**src/rtl/cps_pkg.sv**
```systemverilog
package touch_pkg;

    // Register byte offsets
    localparam logic [7:0] MAIN_OFFSET    = 8'h00;
    localparam logic [7:0] CHANNEL_OFFSET = 8'h04;
    localparam logic [7:0] COUNT_OFFSET   = 8'h08;
    localparam int         DECODE_W       = 8;

    // Field positions in sense_control_main
    localparam int ENABLE_BIT    = 7;
    localparam int RANGE_BIT     = 6;
    localparam int CURRENT_MSB   = 3;
    localparam int CURRENT_LSB   = 2;
    localparam int DIRECTION_BIT = 1;
    localparam int TIMER_SEL_BIT = 0;

    // Field positions in sense_channel_select
    localparam int CHANNEL_MSB = 3;
    localparam int CHANNEL_LSB = 0;

    // Writable masks and reset values
    localparam logic [7:0] MAIN_WRITE_MASK    = 8'hCD;
    localparam logic [7:0] CHANNEL_WRITE_MASK = 8'h0F;
    localparam logic [7:0] MAIN_RESET         = 8'h00;
    localparam logic [7:0] CHANNEL_RESET      = 8'h00;

    // Encodings
    localparam logic [1:0] CURRENT_OFF     = 2'h0;
    localparam logic [1:0] CURRENT_LOW     = 2'h1;
    localparam logic [1:0] CURRENT_MEDIUM  = 2'h2;
    localparam logic [1:0] CURRENT_HIGH    = 2'h3;
    localparam logic [1:0] SECOND_SRC_OSC  = 2'h3;
    localparam int         NUM_CHANNELS    = 12;
    localparam int         CHANNEL_W       = 4;
    localparam int         COUNT_W         = 16;
    localparam int         INSTR_DIVIDE    = 4;

    // AHB-Lite encodings
    localparam logic [1:0] HTRANS_NONSEQ = 2'h2;
    localparam logic       HRESP_OKAY    = 1'b0;

    typedef enum logic [2:0] {
        MODE_OFF,
        MODE_NOISE,
        MODE_LOW,
        MODE_MEDIUM,
        MODE_HIGH
    } osc_mode_type;

endpackage : touch_pkg

```
**src/rtl/cps_reg_if.sv**
```systemverilog
`timescale 1ns/1ps
interface touch_reg_if;
    logic        wr_en;
    logic        rd_en;
    logic [7:0]  addr;
    logic [31:0] wdata;
    logic [31:0] rdata;

    modport bus (output wr_en, output rd_en, output addr, output wdata, input rdata);
    modport regs (input wr_en, input rd_en, input addr, input wdata, output rdata);
endinterface : touch_reg_if

```
**src/rtl/cps_ahb_slave.sv**
```systemverilog
`timescale 1ns/1ps
module touch_ahb_slave
    import touch_pkg::*;
(
    input  wire logic        hclk,
    input  wire logic        hresetn,
    input  wire logic        hsel,
    input  wire logic [31:0] haddr,
    input  wire logic [1:0]  htrans,
    input  wire logic        hwrite,
    input  wire logic [31:0] hwdata,
    input  wire logic        hready,
    output logic      [31:0] hrdata,
    output logic             hreadyout,
    output logic             hresp,
    touch_reg_if.bus         regs
);

    // One wait state: register access happens in the first data-phase cycle,
    // so a read right after a write always sees the written value.
    logic        pend_q, pend_d;
    logic        write_q, write_d;
    logic [7:0]  addr_q, addr_d;
    logic [31:0] rdata_q, rdata_d;
    logic        ready_q, ready_d;

    always_comb begin
        pend_d  = 1'b0;
        write_d = write_q;
        addr_d  = addr_q;
        rdata_d = rdata_q;
        ready_d = 1'b1;
        if (hsel && hready && htrans == HTRANS_NONSEQ) begin
            pend_d  = 1'b1;
            write_d = hwrite;
            addr_d  = haddr[DECODE_W-1:0];
            ready_d = 1'b0;
        end
        if (pend_q && !write_q) begin
            rdata_d = regs.rdata;
        end
    end

    always_ff @(posedge hclk or negedge hresetn) begin
        if (!hresetn) begin
            pend_q  <= 1'b0;
            write_q <= 1'b0;
            addr_q  <= 8'h00;
            rdata_q <= 32'h00000000;
            ready_q <= 1'b1;
        end else begin
            pend_q  <= pend_d;
            write_q <= write_d;
            addr_q  <= addr_d;
            rdata_q <= rdata_d;
            ready_q <= ready_d;
        end
    end

    assign regs.wr_en = pend_q && write_q;
    assign regs.rd_en = pend_q && !write_q;
    assign regs.addr  = addr_q;
    assign regs.wdata = hwdata;
    assign hrdata     = rdata_q;
    assign hreadyout  = ready_q;
    assign hresp      = HRESP_OKAY;

endmodule : touch_ahb_slave

```
**src/rtl/cps_osc_route.sv**
```systemverilog
`timescale 1ns/1ps
module touch_osc_route
    import touch_pkg::*;
#(
    parameter int DIVIDE = INSTR_DIVIDE
) (
    input  wire logic hclk,
    input  wire logic hresetn,
    input  wire logic osc_raw,
    input  wire logic osc_gate,
    output logic      osc_level,
    output logic      osc_rise,
    output logic      instr_tick
);

    if (DIVIDE < 2) begin : g_divide_check
        $error("DIVIDE must be at least 2");
    end

    logic                      level_q, level_d;
    logic                      rise_q, rise_d;
    logic [$clog2(DIVIDE)-1:0] div_q, div_d;
    logic                      tick_q, tick_d;

    always_comb begin
        // Gated level holds low so the timers see no spurious edges
        level_d = osc_gate & osc_raw;
        rise_d  = level_d & ~level_q;
        tick_d  = (div_q == '0);
        if (div_q == $clog2(DIVIDE)'(DIVIDE - 1)) begin
            div_d = '0;
        end else begin
            div_d = div_q + 1'b1;
        end
    end

    always_ff @(posedge hclk or negedge hresetn) begin
        if (!hresetn) begin
            level_q <= 1'b0;
            rise_q  <= 1'b0;
            div_q   <= '0;
            tick_q  <= 1'b0;
        end else begin
            level_q <= level_d;
            rise_q  <= rise_d;
            div_q   <= div_d;
            tick_q  <= tick_d;
        end
    end

    assign osc_level  = level_q;
    assign osc_rise   = rise_q;
    assign instr_tick = tick_q;

endmodule : touch_osc_route

```
**src/rtl/cps_top.sv**
```systemverilog
// Function
// - With the module enabled, except low range code 00, the oscillator runs and can clock a timer during sleep.
// - The first timer receives no counts while the core sleeps.
// - Main bit 7 enables the sensing module when 1, disables when 0.
// - Main bit 6 selects high range (external references) or low range (internal).
// - Unimplemented bits of both registers ignore writes and read zero.
// - Low range: current code 00 turns oscillator off; 01-11 low, medium, high.
// - High range: code 00 is noise detection, oscillator on, no charge current.
// - Read-only main bit 1 shows oscillator sourcing (1) or sinking (0).
// - External clock mode set: main bit 0 picks oscillator (1) or clock pin (0).
// - External clock mode clear: first timer counts system clock divided by four.
// - Module disabled: channel field has no effect, no channel connected.
// - Module enabled: codes 0 to 11 connect channel 0 to 11.
// - All implemented fields reset to zero on every reset.
// - Second timer source code 11 clocks that timer from the oscillator.
//
// Our own choices: the AHB-Lite slave port and the address map.
`timescale 1ns/1ps
module touch_top
    import touch_pkg::*;
#(
    parameter int CHANNELS = NUM_CHANNELS
) (
    input  wire logic                  hclk,
    input  wire logic                  hresetn,
    input  wire logic                  hsel,
    input  wire logic [31:0]           haddr,
    input  wire logic [1:0]            htrans,
    input  wire logic                  hwrite,
    input  wire logic [2:0]            hsize,
    input  wire logic [31:0]           hwdata,
    input  wire logic                  hready,
    output logic      [31:0]           hrdata,
    output logic                       hreadyout,
    output logic                       hresp,
    input  wire logic                  sleep_active,
    input  wire logic                  timer_external_clock_mode,
    input  wire logic                  timer_external_clock_pin,
    input  wire logic [1:0]            second_timer_clock_source,
    input  wire logic                  oscillator_in,
    output logic                       oscillator_power,
    output logic                       charge_current_enable,
    output logic                       reference_range_out,
    output logic      [1:0]            current_range_out,
    output logic      [CHANNELS-1:0]   channel_connect,
    output logic                       first_timer_tick,
    output logic                       second_timer_tick
);

    if (CHANNELS < 1 || CHANNELS > (1 << CHANNEL_W)) begin : g_channels_check
        $error("CHANNELS out of range");
    end

    touch_reg_if reg_bus ();

    touch_ahb_slave touch_ahb_slave_inst (
        .hclk      (hclk),
        .hresetn   (hresetn),
        .hsel      (hsel),
        .haddr     (haddr),
        .htrans    (htrans),
        .hwrite    (hwrite),
        .hwdata    (hwdata),
        .hready    (hready),
        .hrdata    (hrdata),
        .hreadyout (hreadyout),
        .hresp     (hresp),
        .regs      (reg_bus.bus)
    );

    // hsize is unused: only whole-word transfers reach this block

    // Channel decode, used only for the connect vector
    function automatic logic [CHANNELS-1:0] decode_channel(input logic enable, input logic [CHANNEL_W-1:0] code);
        logic [CHANNELS-1:0] onehot;
        onehot = '0;
        for (int i = 0; i < CHANNELS; i++) begin
            if (enable && code == CHANNEL_W'(i)) begin
                onehot[i] = 1'b1;
            end
        end
        return onehot;
    endfunction : decode_channel

    // Register state
    logic [7:0]         main_q, main_d;
    logic [7:0]         chan_q, chan_d;
    logic [COUNT_W-1:0] count_q, count_d;

    // Osc route outputs
    logic osc_level;
    logic osc_rise;
    logic instr_tick;

    // Mode and outputs
    osc_mode_type        mode_q, mode_d;
    logic                power_q, power_d;
    logic                charge_q, charge_d;
    logic                range_q, range_d;
    logic [1:0]          current_q, current_d;
    logic [CHANNELS-1:0] connect_q, connect_d;
    logic                pin_prev_q, pin_prev_d;
    logic                tick1_q, tick1_d;
    logic                tick2_q, tick2_d;

    logic enabled;
    logic osc_running;
    logic pin_rise;

    assign enabled = main_q[ENABLE_BIT];

    touch_osc_route #(
        .DIVIDE (INSTR_DIVIDE)
    ) touch_osc_route_inst (
        .hclk       (hclk),
        .hresetn    (hresetn),
        .osc_raw    (oscillator_in),
        .osc_gate   (osc_running),
        .osc_level  (osc_level),
        .osc_rise   (osc_rise),
        .instr_tick (instr_tick)
    );

    // Register writes; sleep does not touch the fields, so the oscillator keeps running
    always_comb begin
        main_d  = main_q;
        chan_d  = chan_q;
        count_d = count_q;
        if (reg_bus.wr_en && reg_bus.addr == MAIN_OFFSET) begin
            main_d = reg_bus.wdata[7:0] & MAIN_WRITE_MASK;
        end
        if (reg_bus.wr_en && reg_bus.addr == CHANNEL_OFFSET) begin
            chan_d = reg_bus.wdata[7:0] & CHANNEL_WRITE_MASK;
        end
        // Count of oscillator cycles; a write clears it, an edge in that cycle still counts
        if (reg_bus.wr_en && reg_bus.addr == COUNT_OFFSET) begin
            count_d = '0;
        end
        if (osc_rise) begin
            count_d = ((reg_bus.wr_en && reg_bus.addr == COUNT_OFFSET) ? '0 : count_q) + 1'b1;
        end
    end

    always_ff @(posedge hclk or negedge hresetn) begin
        if (!hresetn) begin
            main_q  <= MAIN_RESET;
            chan_q  <= CHANNEL_RESET;
            count_q <= '0;
        end else begin
            main_q  <= main_d;
            chan_q  <= chan_d;
            count_q <= count_d;
        end
    end

    // Read mux: direction bit is live state, reserved bits read zero
    always_comb begin
        reg_bus.rdata = 32'h00000000;
        if (reg_bus.addr == MAIN_OFFSET) begin
            reg_bus.rdata[7:0]           = main_q;
            reg_bus.rdata[DIRECTION_BIT] = osc_level;
        end else if (reg_bus.addr == CHANNEL_OFFSET) begin
            reg_bus.rdata[7:0] = chan_q;
        end else if (reg_bus.addr == COUNT_OFFSET) begin
            reg_bus.rdata[COUNT_W-1:0] = count_q;
        end
    end

    // Power mode decode
    always_comb begin
        mode_d = MODE_OFF;
        if (enabled) begin
            case (main_q[CURRENT_MSB:CURRENT_LSB])
                CURRENT_OFF:    mode_d = main_q[RANGE_BIT] ? MODE_NOISE : MODE_OFF;
                CURRENT_LOW:    mode_d = MODE_LOW;
                CURRENT_MEDIUM: mode_d = MODE_MEDIUM;
                CURRENT_HIGH:   mode_d = MODE_HIGH;
                default:        mode_d = MODE_OFF;
            endcase
        end
    end

    assign osc_running = (mode_q != MODE_OFF);

    always_comb begin
        power_d   = 1'b0;
        charge_d  = 1'b0;
        range_d   = main_q[RANGE_BIT];
        current_d = main_q[CURRENT_MSB:CURRENT_LSB];
        // Follow the next mode so power and charge change together with the range fields
        case (mode_d)
            MODE_OFF: begin
                power_d  = 1'b0;
                charge_d = 1'b0;
            end
            MODE_NOISE: begin
                power_d  = 1'b1;
                charge_d = 1'b0;
            end
            MODE_LOW, MODE_MEDIUM, MODE_HIGH: begin
                power_d  = 1'b1;
                charge_d = 1'b1;
            end
            default: begin
                power_d  = 1'b0;
                charge_d = 1'b0;
            end
        endcase
        // Reserved codes decode to no channel rather than an alias
        connect_d = decode_channel(enabled, chan_q[CHANNEL_MSB:CHANNEL_LSB]);
    end

    // Timer routing
    assign pin_rise = timer_external_clock_pin & ~pin_prev_q;

    always_comb begin
        pin_prev_d = timer_external_clock_pin;
        if (timer_external_clock_mode) begin
            tick1_d = main_q[TIMER_SEL_BIT] ? osc_rise : pin_rise;
        end else begin
            tick1_d = instr_tick;
        end
        if (sleep_active) begin
            tick1_d = 1'b0;
        end
        // Not gated by sleep: counts go on while the core sleeps
        tick2_d = (second_timer_clock_source == SECOND_SRC_OSC) && osc_rise;
    end

    always_ff @(posedge hclk or negedge hresetn) begin
        if (!hresetn) begin
            mode_q     <= MODE_OFF;
            power_q    <= 1'b0;
            charge_q   <= 1'b0;
            range_q    <= 1'b0;
            current_q  <= CURRENT_OFF;
            connect_q  <= '0;
            pin_prev_q <= 1'b0;
            tick1_q    <= 1'b0;
            tick2_q    <= 1'b0;
        end else begin
            mode_q     <= mode_d;
            power_q    <= power_d;
            charge_q   <= charge_d;
            range_q    <= range_d;
            current_q  <= current_d;
            connect_q  <= connect_d;
            pin_prev_q <= pin_prev_d;
            tick1_q    <= tick1_d;
            tick2_q    <= tick2_d;
        end
    end

    assign oscillator_power      = power_q;
    assign charge_current_enable = charge_q;
    assign reference_range_out   = range_q;
    assign current_range_out     = current_q;
    assign channel_connect       = connect_q;
    assign first_timer_tick      = tick1_q;
    assign second_timer_tick     = tick2_q;

endmodule : touch_top

```
**config.mk**
```make
export PLATFORM = sky130hd
export DESIGN_NAME = touch_top
export DESIGN_NICKNAME = d
export VERILOG_FILES = /design/src/rtl/cps_pkg.sv /design/src/rtl/cps_reg_if.sv /design/src/rtl/cps_ahb_slave.sv /design/src/rtl/cps_osc_route.sv /design/src/rtl/cps_top.sv
export SDC_FILE = /design/constraint.sdc
export NUM_CORES = 1
export LEC_CHECK = 0
export ABC_AREA = 0
export ABC_CLOCK_PERIOD_IN_PS = 2800
export BUFFER_PORTS_ARGS = -buffer_cell sky130_fd_sc_hd__buf_4
export CORE_MARGIN = 2
export CORE_UTILIZATION = 48
export CTS_CLUSTER_DIAMETER = 30
export CTS_CLUSTER_SIZE = 40
export DETAILED_ROUTE_END_ITERATION = 6
export PLACE_DENSITY = 0.79
export SYNTH_ARGS = -nofsm -noshare
export SYNTH_HDL_FRONTEND = slang
export SYNTH_SLANG_ARGS = --single-unit
```
**constraint.sdc**
```tcl
create_clock -name hclk -period 2.8 [get_ports hclk]
set_clock_uncertainty 0.2 [all_clocks]
set_input_delay 0.28 -clock hclk [delete_from_list [all_inputs] [get_ports hclk]]
set_output_delay 0.28 -clock hclk [all_outputs]
set_load 0.05 [all_outputs]
```
==> impl_results.md, run 1 <==
- Status: finished, final reports clean
- Distinct cells, synth: 40
- Critical path class: flop to flop
- Setup TNS: 0 ns
- Synth Instances: 305
- Leak Pwr: 0.00215 uW
- Combinational power share: 12.1%
- Hold Crit Class: input port to flop
- Fraction of layout cells with a size suffix above 1: 23.5%
- Global route overflow: 0
- Post-CTS sizing: 0
- Synth top area cells: dfrtp_1 58%, nand2_1 4.5%, buf_4 3.8%
- Seq/Total Area, Yosys: 59.0%
- Hold Vio Cnt, Final: 0
- Max_slew headroom: 35.1%
- Iter 0 DRT Violations: 121
- Postcts setup bufs: 0
- Pre-CTS setup slack: 0.426 ns
- Area share of the largest cell type after synthesis: 58.2%
- Total I/O pin count: 133
- Primary FF master, synth: dfrtp_1
- Worst setup margin: 0.434 ns
- Syn. warnings: 0
- Ant diodes: 0
- Worst-path cell chain: nor4_1 -> and4_1 -> nor2_1 -> ha_1 -> nand4_1 -> nor4_1 -> xnor2_1 -> nor2_1
- Chip height: 88.1 um
- Dpl cell area: 3890 sq um
- Required time worst endpoint: 2.84 ns
- Root Driver: clkbuf_8
- Final Slew Violations: 0
- Vias in the first global route: 2356
- First-pass GRT wire length: 11.1 mm
- Cell Rows: 30
- Via count: 2391
- Worst VDD drop: 0.350 mV
- Buf/Inv on CP: 0
- Avg Cell Area, Syn: 11.1 sq um
- Fmax: 423 MHz
- Port bufs: 62
- Gp weighted congestion: 0.829
- Routed len/inst: 13.6 um
- Max H-tree Level: 3
- TritonCTS clock tree: yes
- Sequential share of power: 51.6%
- Critical path's largest stage delay: 0.55 ns
- Flops & latches, synth: 80
- Worst skew pair latency: 0.36 ns
- Final worst-path cycle share: 84.5%
- Internal power: 1790 uW
- Critical-path top delay cell: nor4_1
- Post-synth EDFFs: 0
- Cell area after synthesis: 3400 sq um
- Syn-to-layout area delta: 27.0%
- CP max FO: 6
- Die X: 88.1 um
- CP startpoint kind: flop
- Post-synth ARST share: 100%
- Cell family with most CP delay: simple AND/OR/NAND/NOR gates
- Slew @ Worst Pin: 0.973 ns
- Most frequent cells after synthesis: 79 x dfrtp_1, 41 x nand2_1, 24 x nor2_1, 17 x buf_4, 14 x inv_1
- Final HPWL DP: 4.51 mm
- Post-DRT Antenna Nets: 0
- Nets: 477
- Core ar.: 6830 sq um
- Largest net degree at the start of global routing: 81
- Remaining DRCs: 0
- CP arrival: 2.41 ns
- Max-capacitance violation count: 0
- Die Area: 7770 sq um
- Pwr/cell area: 558 nW/um^2
- Final min period: 2.37 ns
- Initial antenna violation count: 0
- Fill cell count: 563
- Count leader, synth: dfrtp_1
- Setup-failing EPs final: 0
- Drt pass-1 iters: 4
- Drt total wl: 6.70 mm
- CP endpoint kind: flop
- Clock power frac: 36.3%
- Starting density of the core: 49.7%
- CTS max path bufs: 2
- Gr usage total: 19.0%
- RSZ-0062 raised after global routing: false
- Fin area: 4310 sq um
- Switching power share of the total: 25.8%
- Avg Vias per Cell: 4.87
- CTS clk-pin slew, worst paths: 0.08 ns
- Switching Power: 620 uW
- Cell accounting for the most synthesized area: dfrtp_1
- CTS sink cnt: 80
- Finished Core Util: 63.1%
- CTS Buf Count: 9
[layer usage]
layer | track usage [%] | vias up | wire length [um]
met5 | 0 | - | 0
met4 | 7.85 | 0 | 70
met3 | 4.71 | 7 | 282
met2 | 30.2 | 60 | 3320
met1 | 24.9 | 1151 | 3020
li1 | - | 1173 | -
[state kept, by name, summed over array words and instances, names as in the netlist]
| name | flops |
|---|---|
| first_timer_tick | 1 |
| oscillator_power | 1 |
| touch_osc_route_inst.div_q | 2 |
| second_timer_tick | 1 |
| touch_ahb_slave_inst.pend_q | 1 |
| touch_osc_route_inst.instr_tick | 1 |
| touch_osc_route_inst.osc_rise | 1 |
| chan_q | 4 |
| main_q | 5 |
| touch_ahb_slave_inst.hrdata | 16 |
| mode_q | 3 |
| touch_ahb_slave_inst.hreadyout | 1 |
| pin_prev_q | 1 |
| current_range_out | 2 |
| touch_ahb_slave_inst.regs.addr | 8 |
| channel_connect | 12 |
| touch_ahb_slave_inst.write_q | 1 |
| reference_range_out | 1 |
| count_q | 16 |
| touch_osc_route_inst.osc_level | 1 |
| charge_current_enable | 1 |
[cells by family (layout without fill, tap and decap cells)]
logic type | Yosys count | after routing | share of synthesized area [%]
AOI/OAI and AO/OA | 31 | 31 | 6.45
xor gates and xnor gates | 15 | 15 | 3.87
adders and majority gates | 6 | 6 | 2.21
buffers and inverters | 42 | 116 | 6.81
DFF | 80 | 80 | 59.0
muxes | 12 | 12 | 3.87
other | 1 | 17 | 0.110
and+or+nand+nor | 118 | 118 | 17.7
[power by group through the flow]
stage / Combinational (uW) / Clock (uW) / Sequential, uW
detailed placement: 267 / 0 / 1260
CTS: 292 / 890 / 1240
floorplan: 168 / 0 / 1280
global route: 319 / 956 / 1250
finish: 291 / 873 / 1240
global placement: 262 / 0 / 1260
[cell type report]
cell class                      instances  area (sq um)  share of cell area, %
Inverter                               14          52.6                   1.22
Multi-Input combinational cell        199          1220                   28.3
Clock buffer                           13           169                   3.92
Sequential cell                        80          2000                   46.4
Tap cell                               96           120                   2.79
Timing Repair Buffer                   87           708                   16.4
Clock inverter                          2          37.5                  0.870
[cells in the final DEF (no fill, tap or decap), drive strengths merged, types with 7 or more instances in the layout]
cell type	instances
a22o	10
buf	65
clkbuf	13
conb	17
dfrtp	79
dlygate4sd3	22
inv	14
mux2	9
nand2	41
nand3	11
nand4	7
nor2	24
nor3	11
o21ai	12
xnor2	12
[path summary, 6_finish.rpt]
path                                                                from                                       end  slack [ns]  cells after the start
min in group asynchronous                                        hresetn                oscillator_power$_DFF_PN0_        0.43                      2
min                                                            htrans[0]  touch_ahb_slave_inst.hreadyout$_DFF_PN1_        0.20                      2
max                        touch_ahb_slave_inst.regs.addr[7]$_DFFE_PN0P_                     count_q[14]$_DFF_PN0_        0.43                      8
max in group asynchronous                                        hresetn                      count_q[5]$_DFF_PN0_        1.35                      2
max reg2reg                touch_ahb_slave_inst.regs.addr[7]$_DFFE_PN0P_                     count_q[14]$_DFF_PN0_        0.43                      8
min reg2reg                                        main_q[6]$_DFFE_PN0P_             reference_range_out$_DFF_PN0_        0.23                      0
[through the flow]
step,instances,hold slack [ns],power [uW]
floorplan,321,-0.216,1450
global placement,454,0.201,1520
detailed placement,454,0.205,1530
CTS,491,0.195,2420
global route,491,0.241,2520
finish,491,0.199,2410
[repair_timing]
action	4_1_cts	5_1_grt
hold buffers	22	0
endpoints found under the setup margin	0	0
hold endpoints to repair	101	0
(Power assumes the default switching activity.)
==> run 2, diff against run 1 <==
Settings changed: ABC_AREA 0 to 1, ABC_CLOCK_PERIOD_IN_PS 2800 to 2000, CORE_UTILIZATION 48 to 44, PLACE_DENSITY 0.79 to 0.76.
Clock period 2.8 ns to 2 ns, I/O delays scaled along.
==> run 2 against run 1 <==
  * Synthesized cell count is 22% higher
  * Cell count is 19% higher
  * Via count is 13% higher
  * Combinational power grew to 2.8 times the previous value
  * Total power is 66% higher
  * Setup slack worse by 0.39 ns
  * Sequential cell count stayed put
  * Critical endpoint is now count_q[4]$_DFF_PN0_
  * Largest cell class unchanged
  * Highest routed layer unchanged
==> impl_results.md, run 2 <==
- CP endpoint kind: flop
- Gp weighted congestion: 0.827 (-0.17%)
- CTS clk-pin slew, worst paths: 0.08 ns (about the same)
- Cell family with most CP delay: simple AND/OR/NAND/NOR gates
- Primary FF master, synth: dfrtp_1
- Required time worst endpoint: 2.03 ns (-0.81 ns)
- Cell Rows: 32 (+6.7%)
- Fraction of layout cells with a size suffix above 1: 25.5% (+1.9 points)
- Global route overflow: 0 (unchanged)
- RSZ-0062 raised after global routing: true
- Fin area: 4640 sq um (+7.5%)
- Port bufs: 62 (unchanged)
- Largest net degree at the start of global routing: 39 (-52%)
- Most frequent cells after synthesis: 79 x dfrtp_1, 66 x nand2_1, 50 x inv_1, 39 x nor2_1, 32 x o21ai_0
- Critical path's largest stage delay: 0.40 ns (-0.15 ns)
- Syn. warnings: 0 (unchanged)
- CP max FO: 4 (-2)
- Hold Vio Cnt, Final: 0 (unchanged)
- Area share of the largest cell type after synthesis: 56.5% (-1.7 points)
- Avg Vias per Cell: 4.61 (-5.3%)
- Total I/O pin count: 133 (unchanged)
- Max-capacitance violation count: 0 (unchanged)
- Initial antenna violation count: 0 (unchanged)
- Die X: 93.2 um (+5.7%)
- Hold Crit Class: input port to async pin
- Status: finished, final reports clean
- Leak Pwr: 0.00237 uW (+10%)
- Worst VDD drop: 0.525 mV (+50%)
- Cell area after synthesis: 3500 sq um (+3.0%)
- R2R Path Start: touch_ahb_slave_inst.regs.addr[2]$_DFFE_PN0P_
- CP Launch Point: touch_ahb_slave_inst.regs.addr[2]$_DFFE_PN0P_
- Remaining DRCs: 0 (unchanged)
- Dpl cell area: 4090 sq um (+5.3%)
- Die Area: 8680 sq um (+12%)
- Via count: 2698 (+13%)
- Critical path class: flop to flop
- Max H-tree Level: 3 (unchanged)
- TritonCTS clock tree: yes
- Met2 wire len: 3.68 mm (+11%)
- Critical-path top delay cell: dfrtp_1
- First-pass GRT wire length: 12.4 mm (+12%)
- Distinct cells, synth: 37 (-7.5%)
- Worst-path cell chain: inv_2 -> nand2_2 -> nor2_4 -> nand3_4 -> inv_4 -> nor2_4 -> ha_2 -> nand2_2 -> nor3_4 -> buf_4 -> buf_4 -> xor2_1
- Final min period: 1.96 ns (-0.408 ns)
- Chip height: 93.2 um (+5.7%)
- Buf/Inv on CP: 4 (+4)
- CP startpoint kind: flop
- Seq/Total Area, Yosys: 57.3% (-1.7 points)
- Max Used Layer: met4
- Ant diodes: 0 (unchanged)
- Setup-failing EPs final: 0 (unchanged)
- Final Slew Violations: 0 (unchanged)
- Pre-CTS setup slack: -0.0119 ns (-0.437 ns)
- Drt pass-1 iters: 4 (unchanged)
- Synth Instances: 371 (+22%)
- CP arrival: 1.98 ns (-0.43 ns)
- Fmax: 511 MHz (+21%)
- Routed len/inst: 12.4 um (-8.8%)
- Nets: 564 (+18%)
- Met1 WL: 3.20 mm (+5.7%)
- Core ar.: 7730 sq um (+13%)
- Worst skew pair latency: 0.34 ns (-0.02 ns)
- Final worst-path cycle share: 97.9% (+13 points)
- Synth top area cells: dfrtp_1 57%, nand2_1 7.1%, inv_1 5.4%
- CTS sink cnt: 80 (unchanged)
- Post-synth EDFFs: 0 (unchanged)
- Worst setup margin: 0.0420 ns (-0.392 ns)
- Drt total wl: 7.28 mm (+8.7%)
- Gr usage total: 18.2% (-0.71 points)
- Vias in the first global route: 2668 (+13%)
- CTS max path bufs: 2 (unchanged)
- Count leader, synth: dfrtp_1
- Syn-to-layout area delta: 32.5%
- Root Driver: clkbuf_8
- Post-synth ARST share: 100% (unchanged)
- Max_slew headroom: 62.4% (+27 points)
- Cell accounting for the most synthesized area: dfrtp_1
- Pwr/cell area: 862 nW/um^2 (+55%)
- Final HPWL DP: 5.14 mm (+14%)
- Flops & latches, synth: 80 (unchanged)
- Iter 0 DRT Violations: 142 (+17%)
- CTS Buf Count: 9 (unchanged)
- Met3 wire length: 317 um (+12%)
- Starting density of the core: 45.3% (-4.5 points)
- Slew @ Worst Pin: 0.564 ns (-0.409 ns)
- Avg Cell Area, Syn: 9.43 sq um (-15%)
- Post-DRT Antenna Nets: 0 (unchanged)
- Most frequent cells in the layout: 79 x dfrtp_1, 79 x buf_4, 61 x nand2_1
## run 2: metrics by stage
stage	util (%)	TNS (ns)	instances	hold WS (ns)	power, uW
CTS	59.1	0	578	0.180	4000
floorplan	-	0	387	-0.296	2410
detailed placement	53.0	-0.0119	537	0.0136	2650
finish	60.0	0	585	0.168	4000
global placement	53.0	0	537	0.0132	2620
global route	60.0	-0.289	585	0.211	4200
## run 2: routing by layer
layer,GRT usage (%),vias up
met5,0,-
met2,30.9,72
met3,2.98,6
met4,6.50,0
met1,23.8,1281
li1,-,1339
## run 2: kinds of logic (layout without fill, tap and decap cells)
logic type                 after synthesis  after routing  synth area share, %
and+or+nand+nor                        147            147                 19.9
DFF                                     80             80                 57.3
buffers and inverters                   77            173                 10.3
AOI/OAI and AO/OA                       47             47                 7.01
xor gates and xnor gates                12             12                 3.00
adders and majority gates                6              6                 2.15
other                                    1             17                0.107
muxes                                    1              1                0.322
## run 2: layout make-up
type,count,area (sq um)
tap,102,128
multi-input combinational,230,1220
inverter,54,205
clock buffer,12,145
sequential,80,2000
timing repair buffer,103,853
clock inverter,4,77.6
fill,620,3090
## run 2: power breakdown
part	internal, uW	switching, uW
registers	1770	98.0
clock network	743	562
logic	291	536
total	2800	1200
## run 2: final timing paths
| path | to | cells after the start | slack (ns) |
|---|---|---|---|
| min in group hclk | touch_ahb_slave_inst.pend_q$_DFF_PN0_ | 3 | 0.21 |
| max in group asynchronous | touch_ahb_slave_inst.hreadyout$_DFF_PN1_ | 3 | 0.86 |
| worst min register to register | touch_osc_route_inst.osc_rise$_DFF_PN0_ | 1 | 0.25 |
| worst max-delay path | count_q[4]$_DFF_PN0_ | 12 | 0.04 |
| worst min-delay path | count_q[14]$_DFF_PN0_ | 2 | 0.17 |
| worst max register to register | count_q[4]$_DFF_PN0_ | 12 | 0.04 |
## run 2: worst reg2reg max path, stage by stage, from the launching register on
cell and delay [ns]:
dfrtp_1 0.40, inv_2 0.09, nand2_2 0.06, nor2_4 0.14
nand3_4 0.12, inv_4 0.08, nor2_4 0.03, ha_2 0.18
nand2_2 0.10, nor3_4 0.06, buf_4 0.14, buf_4 0.12
xor2_1 0.13
## run 2: repair_timing
item | 4_1_cts | 5_1_grt
resized for setup | 2 | 8
setup buffers | 3 | 7
endpoints found under the setup margin | 2 | 9
pin swaps | 4 | 8
hold buffers | 22 | 0
hold endpoints to repair | 62 | 0
